### src/common/pssc_cfg.svh
// Register offsets, field positions, reset values and timing counts for the power-state block.
`ifndef PSSC_CFG_SVH
`define PSSC_CFG_SVH
`define PSSC_CTRL_OFS        12'h000
`define PSSC_TEST_OFS        12'h004
`define PSSC_CTO_OFS         12'h008
`define PSSC_CNT_OFS         12'h00c
`define PSSC_CMASK_OFS       12'h010
`define PSSC_SMASK_OFS       12'h014
`define PSSC_STATUS_OFS      12'h018
`define PSSC_FAULT_OFS       12'h01c
`define PSSC_CTRL_POWER_DOWN_REQUEST_BIT  0
`define PSSC_TEST_INH_BIT    0
`define PSSC_TEST_DIGITAL_SUPPLY_BIT   1
`define PSSC_TEST_COMP_BIT   2
`define PSSC_CTO_RST         24'h000400
`define PSSC_MASK_RST        16'h0000
`define PSSC_CLK_HZ          200000000
`define PSSC_TICK_HZ         4000
`define PSSC_TICK_DIV        (`PSSC_CLK_HZ / `PSSC_TICK_HZ)
`define PSSC_SUPPLY_DLY_US   100
`define PSSC_SUPPLY_DLY_CYC  ((`PSSC_SUPPLY_DLY_US * 200) - 1)
`define PSSC_TONE_NS         1000
`define PSSC_TONE_CYC        (`PSSC_TONE_NS / 5)
`define PSSC_CNT_W           32
`define PSSC_CNT_VIS         24
`endif

### src/common/pssc_pkg.sv
// Types shared by the power-state and shutdown control block.
`default_nettype none
package pssc_pkg;
   typedef enum logic [1:0] {
      PSSC_SLEEP  = 2'b00,
      PSSC_IDLE   = 2'b01,
      PSSC_ACTIVE = 2'b11
   } pssc_state_t;
   typedef struct packed {
      logic io_supply_low;
      logic regulated_supply_low;
      logic digital_supply_low;
      logic always_on_5v_supply_low;
      logic pass_transistor_base_drive;
      logic supplies_lowered;
   } pssc_supply_t;
   typedef struct packed {
      logic thermal_trip_analog;
      logic thermal_trip_digital;
   } pssc_thermal_t;
endpackage
`default_nettype wire

### src/design/pssc_top.sv
// Power-state and shutdown controller with AXI4-Lite register access.
//
// Chosen here: the AXI4-Lite slave port and the register offsets.
`default_nettype none
`include "pssc_cfg.svh"
// -----------------------------------------------------------------------------
// -----------------------------------------------------------------------------
module pssc_top
   import pssc_pkg::*;
#(
   parameter int unsigned TICK_DIV   = `PSSC_TICK_DIV,
   parameter int unsigned SUPPLY_DLY = `PSSC_SUPPLY_DLY_CYC,
   parameter int unsigned TONE_LEN   = `PSSC_TONE_CYC
) (
   // Clock and reset
   input  wire logic          aclk,
   input  wire logic          aresetn,
   // AXI4-Lite slave
   input  wire logic [11:0]   s_axi_awaddr,
   input  wire logic          s_axi_awvalid,
   output var  logic          s_axi_awready,
   input  wire logic [31:0]   s_axi_wdata,
   input  wire logic [3:0]    s_axi_wstrb,
   input  wire logic          s_axi_wvalid,
   output var  logic          s_axi_wready,
   output var  logic [1:0]    s_axi_bresp,
   output var  logic          s_axi_bvalid,
   input  wire logic          s_axi_bready,
   input  wire logic [11:0]   s_axi_araddr,
   input  wire logic          s_axi_arvalid,
   output var  logic          s_axi_arready,
   output var  logic [31:0]   s_axi_rdata,
   output var  logic [1:0]    s_axi_rresp,
   output var  logic          s_axi_rvalid,
   input  wire logic          s_axi_rready,
   // Wake and link
   input  wire logic          wake_pin,
   input  wire logic          lower_link_wake_tone,
   input  wire logic          valid_frame,
   input  wire logic          comm_busy,
   input  wire logic [15:0]   comm_error,
   output var  logic          upper_link_pins_tone,
   // Supplies, thermal and comparators
   input  wire pssc_supply_t  supply,
   input  wire pssc_thermal_t thermal_trip,
   input  wire logic [15:0]   comp_ov_raw,
   // Status
   output var  logic [1:0]    power_state,
   output var  logic          comm_fault
);
   localparam int unsigned CW = `PSSC_CNT_W;
   localparam int unsigned HW = CW - `PSSC_CNT_VIS;

   pssc_state_t          state_reg;
   logic                 power_down_request;
   logic                 timeout_reset_inhibit;
   logic                 digital_supply_test;
   logic                 comp_enable;
   logic                 digital_supply_latch_reg;
   logic [23:0]          comm_timeout_period;
   logic [CW-1:0]        comm_timeout_count_reg;
   logic [15:0]          comm_fault_mask_reg;
   logic [15:0]          system_fault_mask_reg;
   logic [15:0]          ov_fault_reg;
   logic [1:0]           thermal_flag_reg;
   logic [15:0]          tick_cnt_reg;
   logic                 tick;
   logic [31:0]          io_dly_reg;
   logic [31:0]          vp_dly_reg;
   logic                 io_loss;
   logic                 vp_loss;
   logic                 timeout;
   logic                 sleep_cond;
   logic                 wake_event;
   logic                 comp_en_d_reg;
   logic [15:0]          tone_cnt_reg;
   logic                 aw_hold_reg;
   logic                 w_hold_reg;
   logic [11:0]          awaddr_reg;
   logic [31:0]          wdata_reg;
   logic                 do_write;
   logic                 wake_reset;

   // -----------------------------------------------------------------------------
   // AXI4-Lite write path
   // -----------------------------------------------------------------------------
   // Address and data are held separately so either may arrive first.
   assign do_write = aw_hold_reg && w_hold_reg && !s_axi_bvalid;

   always_ff @(posedge aclk) begin
      if (!aresetn) begin
         aw_hold_reg   <= 1'b0;
         w_hold_reg    <= 1'b0;
         awaddr_reg    <= 12'h000;
         wdata_reg     <= 32'h0000_0000;
         s_axi_awready <= 1'b0;
         s_axi_wready  <= 1'b0;
         s_axi_bvalid  <= 1'b0;
         s_axi_bresp   <= 2'b00;
      end else begin
         s_axi_awready <= !aw_hold_reg && !s_axi_awready && !s_axi_bvalid;
         s_axi_wready  <= !w_hold_reg && !s_axi_wready && !s_axi_bvalid;
         if (s_axi_awvalid && s_axi_awready) begin
            aw_hold_reg <= 1'b1;
            awaddr_reg  <= s_axi_awaddr;
            s_axi_awready <= 1'b0;
         end
         if (s_axi_wvalid && s_axi_wready) begin
            w_hold_reg <= 1'b1;
            wdata_reg  <= s_axi_wdata;
            s_axi_wready <= 1'b0;
         end
         if (do_write) begin
            aw_hold_reg  <= 1'b0;
            w_hold_reg   <= 1'b0;
            s_axi_bvalid <= 1'b1;
            case (awaddr_reg)
               `PSSC_CTRL_OFS, `PSSC_TEST_OFS, `PSSC_CTO_OFS, `PSSC_CNT_OFS,
               `PSSC_CMASK_OFS, `PSSC_SMASK_OFS, `PSSC_FAULT_OFS: s_axi_bresp <= 2'b00;
               default: s_axi_bresp <= 2'b10;
            endcase
         end else if (s_axi_bvalid && s_axi_bready) begin
            s_axi_bvalid <= 1'b0;
         end
      end
   end

   // -----------------------------------------------------------------------------
   // Control registers
   // -----------------------------------------------------------------------------
   // A wake clears every software setting back to its default value.
   assign wake_reset = (state_reg == PSSC_SLEEP) && wake_event;

   always_ff @(posedge aclk) begin
      if (!aresetn || wake_reset) begin
         power_down_request    <= 1'b0;
         timeout_reset_inhibit <= 1'b0;
         digital_supply_test   <= 1'b0;
         comp_enable           <= 1'b1;
         comm_timeout_period   <= `PSSC_CTO_RST;
         comm_fault_mask_reg   <= `PSSC_MASK_RST;
         system_fault_mask_reg <= `PSSC_MASK_RST;
      end else if (state_reg == PSSC_SLEEP) begin
         power_down_request <= 1'b0;
      end else if (do_write) begin
         case (awaddr_reg)
            `PSSC_CTRL_OFS: power_down_request <= wdata_reg[`PSSC_CTRL_POWER_DOWN_REQUEST_BIT];
            `PSSC_TEST_OFS: begin
               timeout_reset_inhibit <= wdata_reg[`PSSC_TEST_INH_BIT];
               digital_supply_test   <= wdata_reg[`PSSC_TEST_DIGITAL_SUPPLY_BIT];
               comp_enable           <= wdata_reg[`PSSC_TEST_COMP_BIT];
            end
            `PSSC_CTO_OFS:   comm_timeout_period   <= wdata_reg[23:0];
            `PSSC_CMASK_OFS: comm_fault_mask_reg   <= wdata_reg[15:0];
            `PSSC_SMASK_OFS: system_fault_mask_reg <= wdata_reg[15:0];
            default: ;
         endcase
      end
   end

   // Latched digital-supply test survives a clear of its bit until sleep.
   always_ff @(posedge aclk) begin
      if (!aresetn || state_reg == PSSC_SLEEP) begin
         digital_supply_latch_reg <= 1'b0;
      end else if (digital_supply_test) begin
         digital_supply_latch_reg <= 1'b1;
      end
   end

   // -----------------------------------------------------------------------------
   // Comparator overvoltage faults
   // -----------------------------------------------------------------------------
   always_ff @(posedge aclk) begin
      if (!aresetn || wake_reset) begin
         comp_en_d_reg <= 1'b1;
         ov_fault_reg  <= 16'h0000;
      end else begin
         comp_en_d_reg <= comp_enable;
         if (comp_enable && !comp_en_d_reg) begin
            ov_fault_reg <= 16'hffff;
         end else begin
            // A fresh fault beats a software clear in the same cycle.
            ov_fault_reg <= (comp_enable ? comp_ov_raw : 16'h0000) |
               (ov_fault_reg & ~((do_write && awaddr_reg == `PSSC_FAULT_OFS) ?
               wdata_reg[15:0] : 16'h0000));
         end
      end
   end

   // -----------------------------------------------------------------------------
   // Timeout counter
   // -----------------------------------------------------------------------------
   always_ff @(posedge aclk) begin
      if (!aresetn || tick) begin
         tick_cnt_reg <= 16'h0000;
      end else begin
         tick_cnt_reg <= tick_cnt_reg + 16'h0001;
      end
   end
   assign tick    = (tick_cnt_reg == 16'(TICK_DIV - 1));
   assign timeout = (comm_timeout_count_reg[CW-1:HW] >= comm_timeout_period);

   always_ff @(posedge aclk) begin
      if (!aresetn || state_reg == PSSC_SLEEP) begin
         comm_timeout_count_reg <= '0;
      end else if (do_write && awaddr_reg == `PSSC_CNT_OFS) begin
         comm_timeout_count_reg <= {wdata_reg[23:0], {HW{1'b1}}};
      end else if (valid_frame && !timeout_reset_inhibit) begin
         comm_timeout_count_reg <= '0;
      end else if (tick && !timeout) begin
         comm_timeout_count_reg <= comm_timeout_count_reg + 1'b1;
      end
   end

   // -----------------------------------------------------------------------------
   // Supply-loss delays
   // -----------------------------------------------------------------------------
   always_ff @(posedge aclk) begin
      if (!aresetn || !supply.io_supply_low) begin
         io_dly_reg <= 32'h0000_0000;
      end else if (!io_loss) begin
         io_dly_reg <= io_dly_reg + 32'h0000_0001;
      end
   end
   always_ff @(posedge aclk) begin
      if (!aresetn || !(supply.regulated_supply_low && supply.pass_transistor_base_drive)) begin
         vp_dly_reg <= 32'h0000_0000;
      end else if (!vp_loss) begin
         vp_dly_reg <= vp_dly_reg + 32'h0000_0001;
      end
   end
   assign io_loss = (io_dly_reg > SUPPLY_DLY);
   assign vp_loss = (vp_dly_reg > SUPPLY_DLY);

   // -----------------------------------------------------------------------------
   // Power-state machine
   // -----------------------------------------------------------------------------
   assign sleep_cond = power_down_request || timeout || io_loss || vp_loss ||
      supply.supplies_lowered || supply.always_on_5v_supply_low ||
      (digital_supply_latch_reg && supply.digital_supply_low) ||
      (|thermal_trip);
   assign wake_event = wake_pin || lower_link_wake_tone;

   // A high wake pin makes the sleep entry bounce straight back to idle.
   always_ff @(posedge aclk) begin
      if (!aresetn) begin
         state_reg <= PSSC_IDLE;
      end else begin
         case (state_reg)
            PSSC_SLEEP:  if (wake_event) state_reg <= PSSC_IDLE;
            PSSC_IDLE:   if (sleep_cond) state_reg <= PSSC_SLEEP;
                         else if (comm_busy) state_reg <= PSSC_ACTIVE;
            PSSC_ACTIVE: if (sleep_cond) state_reg <= PSSC_SLEEP;
                         else if (!comm_busy) state_reg <= PSSC_IDLE;
            default:     state_reg <= PSSC_SLEEP;
         endcase
      end
   end

   always_ff @(posedge aclk) begin
      if (!aresetn) begin
         thermal_flag_reg <= 2'b00;
      end else if (wake_reset) begin
         thermal_flag_reg <= 2'b00;
      end else begin
         thermal_flag_reg <= thermal_flag_reg | thermal_trip;
      end
   end

   // -----------------------------------------------------------------------------
   // Wake tone and status outputs
   // -----------------------------------------------------------------------------
   always_ff @(posedge aclk) begin
      if (!aresetn) begin
         tone_cnt_reg         <= 16'h0000;
         upper_link_pins_tone <= 1'b0;
         power_state          <= 2'b01;
         comm_fault           <= 1'b0;
      end else begin
         power_state <= state_reg;
         if (power_state != state_reg) begin
            tone_cnt_reg <= 16'(TONE_LEN);
         end else if (tone_cnt_reg != 16'h0000) begin
            tone_cnt_reg <= tone_cnt_reg - 16'h0001;
         end
         upper_link_pins_tone <= (tone_cnt_reg != 16'h0000) && (state_reg != PSSC_SLEEP);
         comm_fault <= |(comm_error & comm_fault_mask_reg & system_fault_mask_reg);
      end
   end

   // -----------------------------------------------------------------------------
   // AXI4-Lite read path
   // -----------------------------------------------------------------------------
   always_ff @(posedge aclk) begin
      if (!aresetn) begin
         s_axi_arready <= 1'b0;
         s_axi_rvalid  <= 1'b0;
         s_axi_rdata   <= 32'h0000_0000;
         s_axi_rresp   <= 2'b00;
      end else begin
         s_axi_arready <= !s_axi_arready && !s_axi_rvalid;
         if (s_axi_arvalid && s_axi_arready) begin
            s_axi_arready <= 1'b0;
            s_axi_rvalid  <= 1'b1;
            s_axi_rresp   <= 2'b00;
            case (s_axi_araddr)
               `PSSC_CTRL_OFS:   s_axi_rdata <= {31'h0, power_down_request};
               `PSSC_TEST_OFS:   s_axi_rdata <= {29'h0, comp_enable, digital_supply_test,
                                                 timeout_reset_inhibit};
               `PSSC_CTO_OFS:    s_axi_rdata <= {8'h00, comm_timeout_period};
               `PSSC_CNT_OFS:    s_axi_rdata <= {8'h00, comm_timeout_count_reg[CW-1:HW]};
               `PSSC_CMASK_OFS:  s_axi_rdata <= {16'h0000, comm_fault_mask_reg};
               `PSSC_SMASK_OFS:  s_axi_rdata <= {16'h0000, system_fault_mask_reg};
               `PSSC_STATUS_OFS: s_axi_rdata <= {27'h0, digital_supply_latch_reg, thermal_flag_reg,
                                                 state_reg};
               `PSSC_FAULT_OFS:  s_axi_rdata <= {16'h0000, ov_fault_reg};
               default: begin
                  s_axi_rdata <= 32'h0000_0000;
                  s_axi_rresp <= 2'b10;
               end
            endcase
         end else if (s_axi_rvalid && s_axi_rready) begin
            s_axi_rvalid <= 1'b0;
         end
      end
   end
endmodule
`default_nettype wire

### config.mk
export PLATFORM = sky130hd
export DESIGN_NAME = pssc_top
export DESIGN_NICKNAME = d
export VERILOG_FILES = /design/src/common/pssc_pkg.sv /design/src/design/pssc_top.sv
export VERILOG_INCLUDE_DIRS = /design/src /design/src/common
export SDC_FILE = /design/constraint.sdc
export NUM_CORES = 1
export LEC_CHECK = 0
export BUFFER_PORTS_ARGS = -buffer_cell sky130_fd_sc_hd__buf_2
export CORE_ASPECT_RATIO = 1.5
export CORE_MARGIN = 1.5
export CORE_UTILIZATION = 55
export CTS_BUF_LIST = sky130_fd_sc_hd__clkbuf_4
export CTS_CLUSTER_DIAMETER = 100
export CTS_CLUSTER_SIZE = 30
export DETAILED_ROUTE_END_ITERATION = 10
export PLACE_DENSITY = 0.76
export REMOVE_ABC_BUFFERS = 1
export SYNTH_ARGS = -nofsm -noshare
export SYNTH_HDL_FRONTEND = slang
export SYNTH_SLANG_ARGS = --single-unit
### constraint.sdc
create_clock -name aclk -period 6.9 [get_ports aclk]
set_clock_uncertainty 0.1 [all_clocks]
set_input_delay 0.345 -clock aclk [delete_from_list [all_inputs] [get_ports aclk]]
set_output_delay 0.345 -clock aclk [all_outputs]
set_load 0.05 [all_outputs]
==> results of run 1 <==
==> synthesized netlist by cell type, types with 3 or more instances <==
library cell / instances / share of area [%]
nor3b_1: 6 / 0.35
o21ai_1: 11 / 0.43
a2111oi_0: 4 / 0.28
buf_4: 15 / 0.88
nand2_1: 298 / 8.8
nor3_1: 32 / 1.3
ha_1: 29 / 2.8
and2_1: 38 / 1.9
and4_1: 8 / 0.55
and3_1: 40 / 2.0
a21boi_0: 38 / 2.2
a31oi_1: 16 / 0.79
nand3_1: 53 / 2.1
o21ai_0: 58 / 2.3
a222oi_1: 11 / 0.86
inv_1: 38 / 1.1
nand4_1: 18 / 0.88
or2_2: 5 / 0.25
mux2i_1: 12 / 0.94
clkbuf_1: 64 / 1.9
o21a_1: 7 / 0.41
o31ai_1: 9 / 0.53
nor2_1: 105 / 3.1
or3_1: 16 / 0.79
xnor2_1: 27 / 1.9
a221oi_1: 4 / 0.28
buf_2: 13 / 0.51
a211o_1: 3 / 0.21
a21oi_1: 116 / 4.6
a21o_1: 12 / 0.71
o221a_1: 4 / 0.35
nor2b_1: 5 / 0.25
nor4_1: 17 / 0.84
nand2b_1: 8 / 0.39
a211oi_1: 9 / 0.53
a22oi_1: 22 / 1.3
dfxtp_1: 283 / 44
xor2_1: 30 / 2.1
==> cell families after synthesis <==
kind of cell / Yosys count / synth area share (%)
xor+xnor: 57 / 3.92
simple gates: 669 / 25.3
fa+ha+maj: 29 / 2.85
buf+inv: 133 / 4.49
compound gates: 346 / 17.4
mux: 16 / 1.47
other cells: 1 / 0.0294
flops: 283 / 44.5
==> critical path: stages, from the launching register on <==
cell and delay, ns:
dfxtp_1 0.57, ha_1 0.31, nand4_1 0.13, nor4_1 0.10, a221oi_1 0.25, nand2_1 0.36, nor3_1 0.52, nand3_1 0.17
a211oi_1 0.23, dlygate4sd3_1 0.57
==> layer usage <==
| layer | vias to the layer above | share of wire [%] |
|---|---|---|
| li1 | 5594 | - |
| met1 | 5363 | 39 |
| met5 | - | 0.061 |
| met3 | 99 | 4.8 |
| met4 | 4 | 5.1 |
| met2 | 321 | 51 |
==> worst min path at each step <==
stage | start | end | slack [ns] | cells past startpoint
after floorplan | aresetn | power_state[0] | 0.32 | 1
after global placement | s_axi_rdata[8] | s_axi_rdata[8] | 0.33 | 1
after detailed placement | s_axi_rdata[9] | s_axi_rdata[9] | 0.34 | 1
after CTS | s_axi_awvalid | awaddr_reg[1] | 0.02 | 4
after global routing | s_axi_awvalid | awaddr_reg[9] | 0.08 | 4
final | s_axi_awvalid | awaddr_reg[1] | 0.08 | 4
==> what timing repair did <==
| action | CTS | global route |
|---|---|---|
| endpoints found under the hold margin | 86 | 0 |
| buffers inserted | 0 | 0 |
| hold buffers | 73 | 0 |
==> area by class of cell <==
cell class | count | area (um^2) | share of cell area [%]
multi-input combinational | 1127 | 6550 | 45.8
timing repair buffer | 216 | 1470 | 10.3
clock inverter | 4 | 27.5 | 0.192
inverter | 39 | 146 | 1.02
antenna | 2 | 5.00 | 0.0350
tap | 280 | 350 | 2.45
clock buffer | 13 | 97.6 | 0.682
sequential | 283 | 5670 | 39.6
==> power by group through the flow <==
stage	clock network, mW	registers [mW]	logic (mW)
floorplan	0	1.78	0.293
global placement	0	1.78	0.407
detailed placement	0	1.78	0.417
CTS	0.607	1.75	0.451
global route	0.653	1.76	0.496
finish	0.584	1.75	0.450
==> summary.md, run 1 <==
| Metric | Value |
|---|---|
| Vias/cell | `a little under 6` |
| Die ar. | `24100 um^2` |
| CTS root buf | `clkbuf_4` |
| R2R Setup Slk | `3.55 ns` |
| CTS tree | `yes` |
| Most Crowded Layer GR | `met2` |
| GPL Wtd Cong | `0.948` |
| Cells after DPL | `1872` |
| Post-DP HPWL | `23300 um` |
| # clock sinks | `283` |
| Setup WS post-layout | `3.55 ns` |
| Total power | `2.79 mW` |
| CP endpoint kind | `register` |
| Worst-case reg-to-reg path depth | `9` |
| Syn. warnings | `0` |
| Mapped Avg Cell Area | `8.30 um^2` |
| Final net count | `1820` |
| Met1 global-route usage | `30.5%` |
| Internal | `about 2 mW` |
| CTS buffer count | `13` |
| Post-synth EDFFs | `0` |
| Core Util, Final | `62.6%` |
| Post-CTS resize count | `0` |
| Worst Hold Class | `in2reg` |
| Flops & latches, synth | `283` |
| Final Slew Violations | `0` |
| Net Switching | `799 uW` |
| Ports | `~160` |
| Crit Reg-Reg Startpoint | `comm_timeout_count_reg[27]` |
| F_max | `0.299 GHz` |
| Clk pwr share | `roughly a fifth` |
| Commonest non-fill, non-tap cells in the layout | `nand2_1, dfxtp_1, buf_2, a21oi_1, nor2_1` |
| Ys flop type | `dfxtp_1` |
| Pwr dens | `195 nW/um^2` |
| Largest net degree at the start of global routing | `80` |
| Leakage | `5.40 nW` |
| Hold Fails Final Rpt | `0` |
| Non-filler cells, final | `around 2000` |
| Worst-Skew Late Latency | `0.73 ns` |
| Routed Antenna Nets | `0` |
| Sequential power share | `62.9%` |
| Leading cell type in the layout, fill and taps excluded | `nand2_1` |
| Setup CP Type | `reg2reg` |
| Initial antenna violation count | `3` |
| Vias in the first global route | `10980` |
| Peak VDD IR | `0.190 mV` |
| WL/cell | `16.8 um` |
| Post-synthesis cell area | `12700 um^2` |
| Share of layout cells above drive strength 1 | `11.4%` |
| Row cnt | `68` |
| Post-synth ARST share | `0%` |
| Status | `completed` |
| Initial Util | `55.6%` |
| Worst slew pin tran | `between 1 and 1.5 ns` |
| Met2 Usage GRT | `49.3%` |
| CTS HTree Levels | `1` |
| Combinational share of power | `16.2%` |
| Die Span X | `127 um` |
| Total global-route track usage | `27.0%` |
| Fill count | `2001` |
| Total grt overflow | `0` |
| Setup-failing EPs final | `0` |
| Post-DP Area | `13500 um^2` |
| WP data arrival | `3.94 ns` |
| Startpoint types | `register` |
| Sw Ratio | `28.7%` |
| Slew HR | `21.0%` |
| Die height | `~190 um` |
| Max-cap violation count | `0` |
| Capture point of the worst path | `state_reg[1]` |
| Design Area, Final | `about 14000 um^2` |
| Routed wire length | `around 33000 um` |
| Layout area overhead | `12.4%` |
| DRT iter0 DRCs | `834` |
| Worst Path Required | `between 7 and 8 ns` |
| Dpl ws | `3.82 ns` |
| Via count | `11381` |
| First-pass GRT wire length | `approximately 53000 um` |
| RSZ-0062 raised after global routing | `false` |
| Fin Setup TNS | `0 ns` |
| Synth cell types | `74` |
| Clock Path Buffers | `3` |
| Critical-path maximum fanout | `14` |
| Core box area | `22900 um^2` |
| Reg-to-reg endpoint | `state_reg[1]` |
| Worst Setup SP | `comm_timeout_count_reg[27]` |
| Mapped Cells | `around 1500` |
| Hold Slack | `0.0808 ns` |
| Post-route minimum period | `3.35 ns` |
| Clk slew on worst S/H paths | `0.30 ns` |
| Tcrit/Tclk final | `between 40% and 50%` |
| Met3 Track Usage GR | `3.39%` |
| Initial DRT Pass Iterations | `5` |
| DR DRC count | `0` |
| Register area share after synthesis | `44.5%` |
| Port bufs | `133` |
(Power assumes the default switching activity.)
==> run 2: changes to the inputs <==
==> constraint.sdc (replaced) <==
create_clock -name aclk -period 3.5 [get_ports aclk]
set_clock_uncertainty 0.1 [all_clocks]
set_input_delay 0.175 -clock aclk [delete_from_list [all_inputs] [get_ports aclk]]
set_output_delay 0.175 -clock aclk [all_outputs]
set_load 0.05 [all_outputs]
==> run 2 against run 1 <==
Global-route usage is 1.1 points higher. Count of clock-buffer cells in the layout stayed put. First-iteration DRC count is 1.4% lower. Hold slack better by 0.030 ns. Sequential power is 98% higher.
==> summary.md, run 2 (synthesized netlist as in run 1, its figures left out) <==
| Metric | Value |
|---|---|
| Share of layout cells above drive strength 1 | `roughly an eighth` |
| Fin Setup TNS | `0 ns` |
| CTS root buf | `clkbuf_4` |
| Status | `completed` |
| Slowest-stage cell, CP | `dlygate4sd3_1` |
| Slew HR | `a little over a fifth` |
| Largest stage delay on the critical path | `0.58 ns` |
| DR DRC count | `0` |
| Vias in the first global route | `11282` |
| WL/cell | `17.0 um` |
| Post-route minimum period | `3.42 ns` |
| Via count | `11601` |
| Port bufs | `133` |
| Die Span X | `127 um` |
| Tcrit/Tclk final | `97.8%` |
| First-pass GRT wire length | `55300 um` |
| Routed Antenna Nets | `0` |
| GPL Wtd Cong | `0.948` |
| Family with the most delay on the worst path | `compound AO/OA/AOI/OAI gates` |
| Crit Reg-Reg Startpoint | `comm_timeout_count_reg[8]` |
| Startpoint types | `register` |
| Largest net degree at the start of global routing | `80` |
| Die ar. | `24100 um^2` |
| Final Slew Violations | `0` |
| F_max | `0.292 GHz` |
| # clock sinks | `around 280` |
| Pwr dens | `376 nW/um^2` |
| WP data arrival | `4.00 ns` |
| Final net count | `about 1900` |
| Crit path buffers/inverters | `2` |
| Worst Setup SP | `comm_timeout_count_reg[8]` |
| Worst-Skew Late Latency | `about 0.73 ns` |
| Total global-route track usage | `roughly 28%` |
| Setup CP Type | `reg2reg` |
| Hold EP | `thermal_flag_reg[0]` |
| CTS tree | `yes` |
| Total power | `roughly 5.5 mW` |
| RSZ-0062 raised after global routing | `false` |
| Vias/cell | `roughly 5.8` |
| Post-DP HPWL | `23500 um` |
| Peak VDD IR | `0.384 mV` |
| Core Util, Final | `about 64%` |
| Row cnt | `68` |
| Core box area | `22900 um^2` |
| Initial Util | `between 50% and 60%` |
| Hold Fails Final Rpt | `0` |
| Initial DRT Pass Iterations | `8` |
| Worst hold start | `thermal_trip[0]` |
| Max-cap violation count | `0` |
| Worst-case reg-to-reg path depth | `10` |
| CTS buffer count | `13` |
| Clk slew on worst S/H paths | `0.31 ns` |
| Leakage | `between 5 and 6 nW` |
| Routed wire length | `34200 um` |
| Leading cell type in the layout, fill and taps excluded | `nand2_1` |
| CTS HTree Levels | `1` |
| Layout area overhead | `15.6%` |
| R2R Setup Slk | `0.08 ns` |
| Worst Hold Class | `in2reg` |
| Clock Path Buffers | `3` |
| Hold path cells | `4` |
| Die height | `189 um` |
| Postcts setup bufs | `0` |
| Worst slew pin tran | `1.17 ns` |
| Cell chain of the critical path | `inv_1, ha_1, nand2b_1, a211oi_1, o221a_2, o21ai_1, nor3_1, nand3_1, a211oi_1, dlygate4sd3_1` |
| Reg-to-reg endpoint | `state_reg[1]` |
| Commonest non-fill, non-tap cells in the layout | `nand2_1, dfxtp_1, buf_2, a21oi_1, dlygate4sd3_1` |
| Initial antenna violation count | `3` |
| Worst Path Required | `4.08 ns` |
| Cell mode on critical path | `a211oi_1` |
| Critical-path maximum fanout | `5` |
| Total grt overflow | `0` |
| Ports | `roughly 160` |
| CP endpoint kind | `register` |
| DRT iter0 DRCs | `822` |
| Setup-failing EPs final | `0` |
## run 2: cell types whose count changed in the layout (fill, tap and decap cells not counted)
cell	delta
inv_6	+2
inv_8	-1
inv_2	-1
clkinv_4	-1
dlygate4sd3_1	+34
buf_4	+10
## run 2: tightest hold or removal path, delay by kind of cell
family / cells / cell delay, ns
and+or+nand+nor: 2 / 0.12
buffers and inverters: 2 / 0.65
## run 2: final cells by class
cell class | instances | area (um^2)
fillers | 1944 | 8160
multi-input cells | 1127 | 6550
flip-flops and latches | 283 | 5670
repair buffers | 260 | 1890
well taps | 280 | 350
inverters | 39 | 146
clock buffers | 13 | 97.6
clock inverters | 3 | 21.3
diodes | 2 | 5.00
## run 2: where the power goes
group	leakage (nW)	total (mW)	switching (mW)	internal, mW
Sequential	2.29	3.46	0.106	3.35
Clock	0.0705	1.15	0.965	0.188
Combinational	3.24	0.920	0.516	0.404
Total	5.60	5.53	1.59	3.94
## run 2: routing by layer
| layer | GRT usage, % | vias to the layer above | share of wire, % |
|---|---|---|---|
| met5 | 0 | - | 0.029 |
| met4 | 13.0 | 2 | 4.3 |
| met3 | 4.10 | 102 | 5.4 |
| met2 | 51.6 | 363 | 52 |
| met1 | 31.7 | 5446 | 39 |
| li1 | - | 5688 | - |
## run 2: through the flow
step | hold WS, ns | instance area, um^2 | setup slack (ns) | std cells
3_3_place_gp | 0.311 | 13500 | 0.330 | 1882
4_1_cts | 0.0540 | 14700 | 0.265 | 2005
6_report | 0.110 | 14700 | 0.0776 | 2007
2_1_floorplan | 0.148 | 12300 | -0.201 | 1449
3_5_place_dp | 0.318 | 13500 | 0.358 | 1882
5_1_grt | 0.106 | 14700 | 0.0570 | 2006
## run 2: what timing repair did
item | in CTS | in global routing
hold buffers | 107 | 0
hold endpoints to repair | 128 | 0
resized for setup | 0 | 0
## run 2: worst max path at each step
stage	cells past startpoint	to	slack, ns
floorplan	3	comp_en_d_reg	-0.20
global placement	9	comm_timeout_count_reg[23]	0.33
detailed placement	9	comm_timeout_count_reg[23]	0.36
CTS	10	state_reg[1]	0.27
global route	10	state_reg[1]	0.06
finish	10	state_reg[1]	0.08
==> run 3: changes to the inputs <==
==> constraint.sdc (replaced) <==
create_clock -name aclk -period 3.5 [get_ports aclk]
set_clock_uncertainty 0.1 [all_clocks]
set_input_delay 0 -clock aclk [delete_from_list [all_inputs] [get_ports aclk]]
set_output_delay 0 -clock aclk [all_outputs]
set_load 0.05 [all_outputs]
==> run 3 against run 2 <==
Sequential share of layout area is 2.1 points lower. Register-to-register slack better by 0.27 ns. Power grew 1.5%. Cell count grew 4.2%. Core utilization grew 3.7 points. Highest routed layer unchanged. Non-clock buffer count up 81. Critical path depth is the same. Die area unchanged. Count of clock-buffer cells in the layout stayed put. Clock power about the same. Largest power group unchanged. Sequential power about the same. Cell area grew 5.7%.
==> summary.md, run 3 (synthesized netlist as in run 1, its figures left out) <==
| Metric | Value |
|---|---|
| Hold Slack | `0.0336 ns` |
| Post-route minimum period | `3.15 ns` |
| Design Area, Final | `approximately 16000 um^2` |
| Worst slew pin tran | `1.20 ns` |
| Share of layout cells above drive strength 1 | `11.3%` |
| GPL Wtd Cong | `0.958` |
| Total global-route track usage | `30.1%` |
| CP endpoint kind | `register` |
| Sw Ratio | `28.5%` |
| Vias/cell | `5.84` |
| Final Slew Violations | `0` |
| Commonest non-fill, non-tap cells in the layout | `nand2_1, dfxtp_1, dlygate4sd3_1, buf_2, a21oi_1` |
| DRT iter0 DRCs | `938` |
| Combinational share of power | `17.9%` |
| Total power | `5.61 mW` |
| RSZ-0062 raised after global routing | `false` |
| Total grt overflow | `0` |
| Worst-Skew Late Latency | `0.72 ns` |
| Worst Path Required | `4.07 ns` |
| CTS buffer count | `13` |
| Core box area | `about 23000 um^2` |
| Post-DP Area | `between 10000 and 15000 um^2` |
| Routed Antenna Nets | `0` |
| Largest net degree at the start of global routing | `80` |
| Post-DP HPWL | `between 20000 and 25000 um` |
| Die ar. | `24100 um^2` |
| Via count | `12217` |
| # clock sinks | `283` |
| Postcts setup bufs | `0` |
| Initial Util | `55.6%` |
| Max-cap violation count | `0` |
| Setup-failing EPs final | `0` |
| Initial DRT Pass Iterations | `6` |
| Initial antenna violation count | `8` |
| F_max | `0.317 GHz` |
| Worst Hold Class | `in2reg` |
| Sequential power share | `61.6%` |
| CTS root buf | `clkbuf_4` |
| Row cnt | `68` |
| Routed wire length | `36600 um` |
| Startpoint types | `register` |
| Critical-path maximum fanout | `5` |
| Core Util, Final | `68.0%` |
| Internal | `about 4 mW` |
| Setup CP Type | `reg2reg` |
| First-pass GRT wire length | `59200 um` |
| Leakage | `5.99 nW` |
| Clk pwr share | `20.4%` |
| Fill count | `1810` |
| WP data arrival | `3.72 ns` |
| Vias in the first global route | `12072` |
| CTS tree | `yes` |
| Peak VDD IR | `between 0.4 and 0.5 mV` |
| Die Span X | `127 um` |
| Die height | `189 um` |
| Tcrit/Tclk final | `90.0%` |
| CTS HTree Levels | `1` |
| Hold Fails Final Rpt | `0` |
| DR DRC count | `0` |
| Ports | `156` |
| Clock Path Buffers | `3` |
| Leading cell type in the layout, fill and taps excluded | `nand2_1` |
| Net Switching | `approximately 1.6 mW` |
| Clk slew on worst S/H paths | `0.31 ns` |
| Final net count | `roughly 1900` |
| Layout area overhead | `22.2%` |
| Port bufs | `133` |
| WL/cell | `17.5 um` |
| Pwr dens | `roughly 360 nW/um^2` |
| Slew HR | `19.8%` |
| Status | `completed` |
## run 3: metrics by stage
stage | setup TNS (ns) | std cells | setup slack, ns
2_1_floorplan | -2.95 | 1449 | -0.201
3_3_place_gp | 0 | 1884 | 0.567
3_5_place_dp | 0 | 1884 | 0.562
4_1_cts | 0 | 2086 | 0.306
5_1_grt | 0 | 2092 | 0.130
6_report | 0 | 2092 | 0.349
## run 3: area by class of cell
type	count	area (um^2)	share of cell area, %
clock inverter	3	23.8	0.153
clock buffer	13	97.6	0.627
multi-input combinational	1127	6560	42.1
inverter	39	146	0.941
timing repair buffer	341	2710	17.4
sequential	283	5670	36.4
tap	280	350	2.25
antenna	6	15.0	0.0965
## run 3: power by group through the flow
stage	logic (mW)	registers [mW]	clock network [mW]
after floorplan	0.578	3.52	0
after global placement	0.812	3.51	0
after detailed placement	0.828	3.51	0
after CTS	0.989	3.45	1.16
after global routing	1.11	3.48	1.28
final	1.01	3.46	1.15
## run 3: worst max-delay path, stage by stage (launching register included)
cell	delay, ns
dfxtp_1	0.49
inv_1	0.10
ha_1	0.27
nand2b_1	0.14
a211oi_1	0.27
o221a_2	0.28
o21ai_1	0.16
nor3_2	0.31
nand3_1	0.14
a211oi_1	0.26
dlygate4sd3_1	0.59
## run 3: path summary, 6_finish.rpt
check	start	to	slack, ns	depth (start not counted)
worst max-delay path	comm_timeout_count_reg[8]	state_reg[1]	0.35	10
worst min-delay path	s_axi_bready	s_axi_bvalid	0.03	4
worst max register to register	comm_timeout_count_reg[8]	state_reg[1]	0.35	10
worst min register to register	s_axi_rdata[0]	s_axi_rdata[0]	0.37	2
## run 3: timing repair
item / CTS / global route
hold buffers: 186 / 0
resized for setup: 0 / 1
setup endpoints to repair: 0 / 1
hold endpoints to repair: 208 / 0
## run 3: routing by layer
metal,GRT usage (%),up-vias,part of all wire [%]
met5,0,-,0.033
met4,18.1,2,6.6
met3,4.32,163,5.9
met2,54.5,456,51
met1,33.1,5740,37
li1,-,5856,-
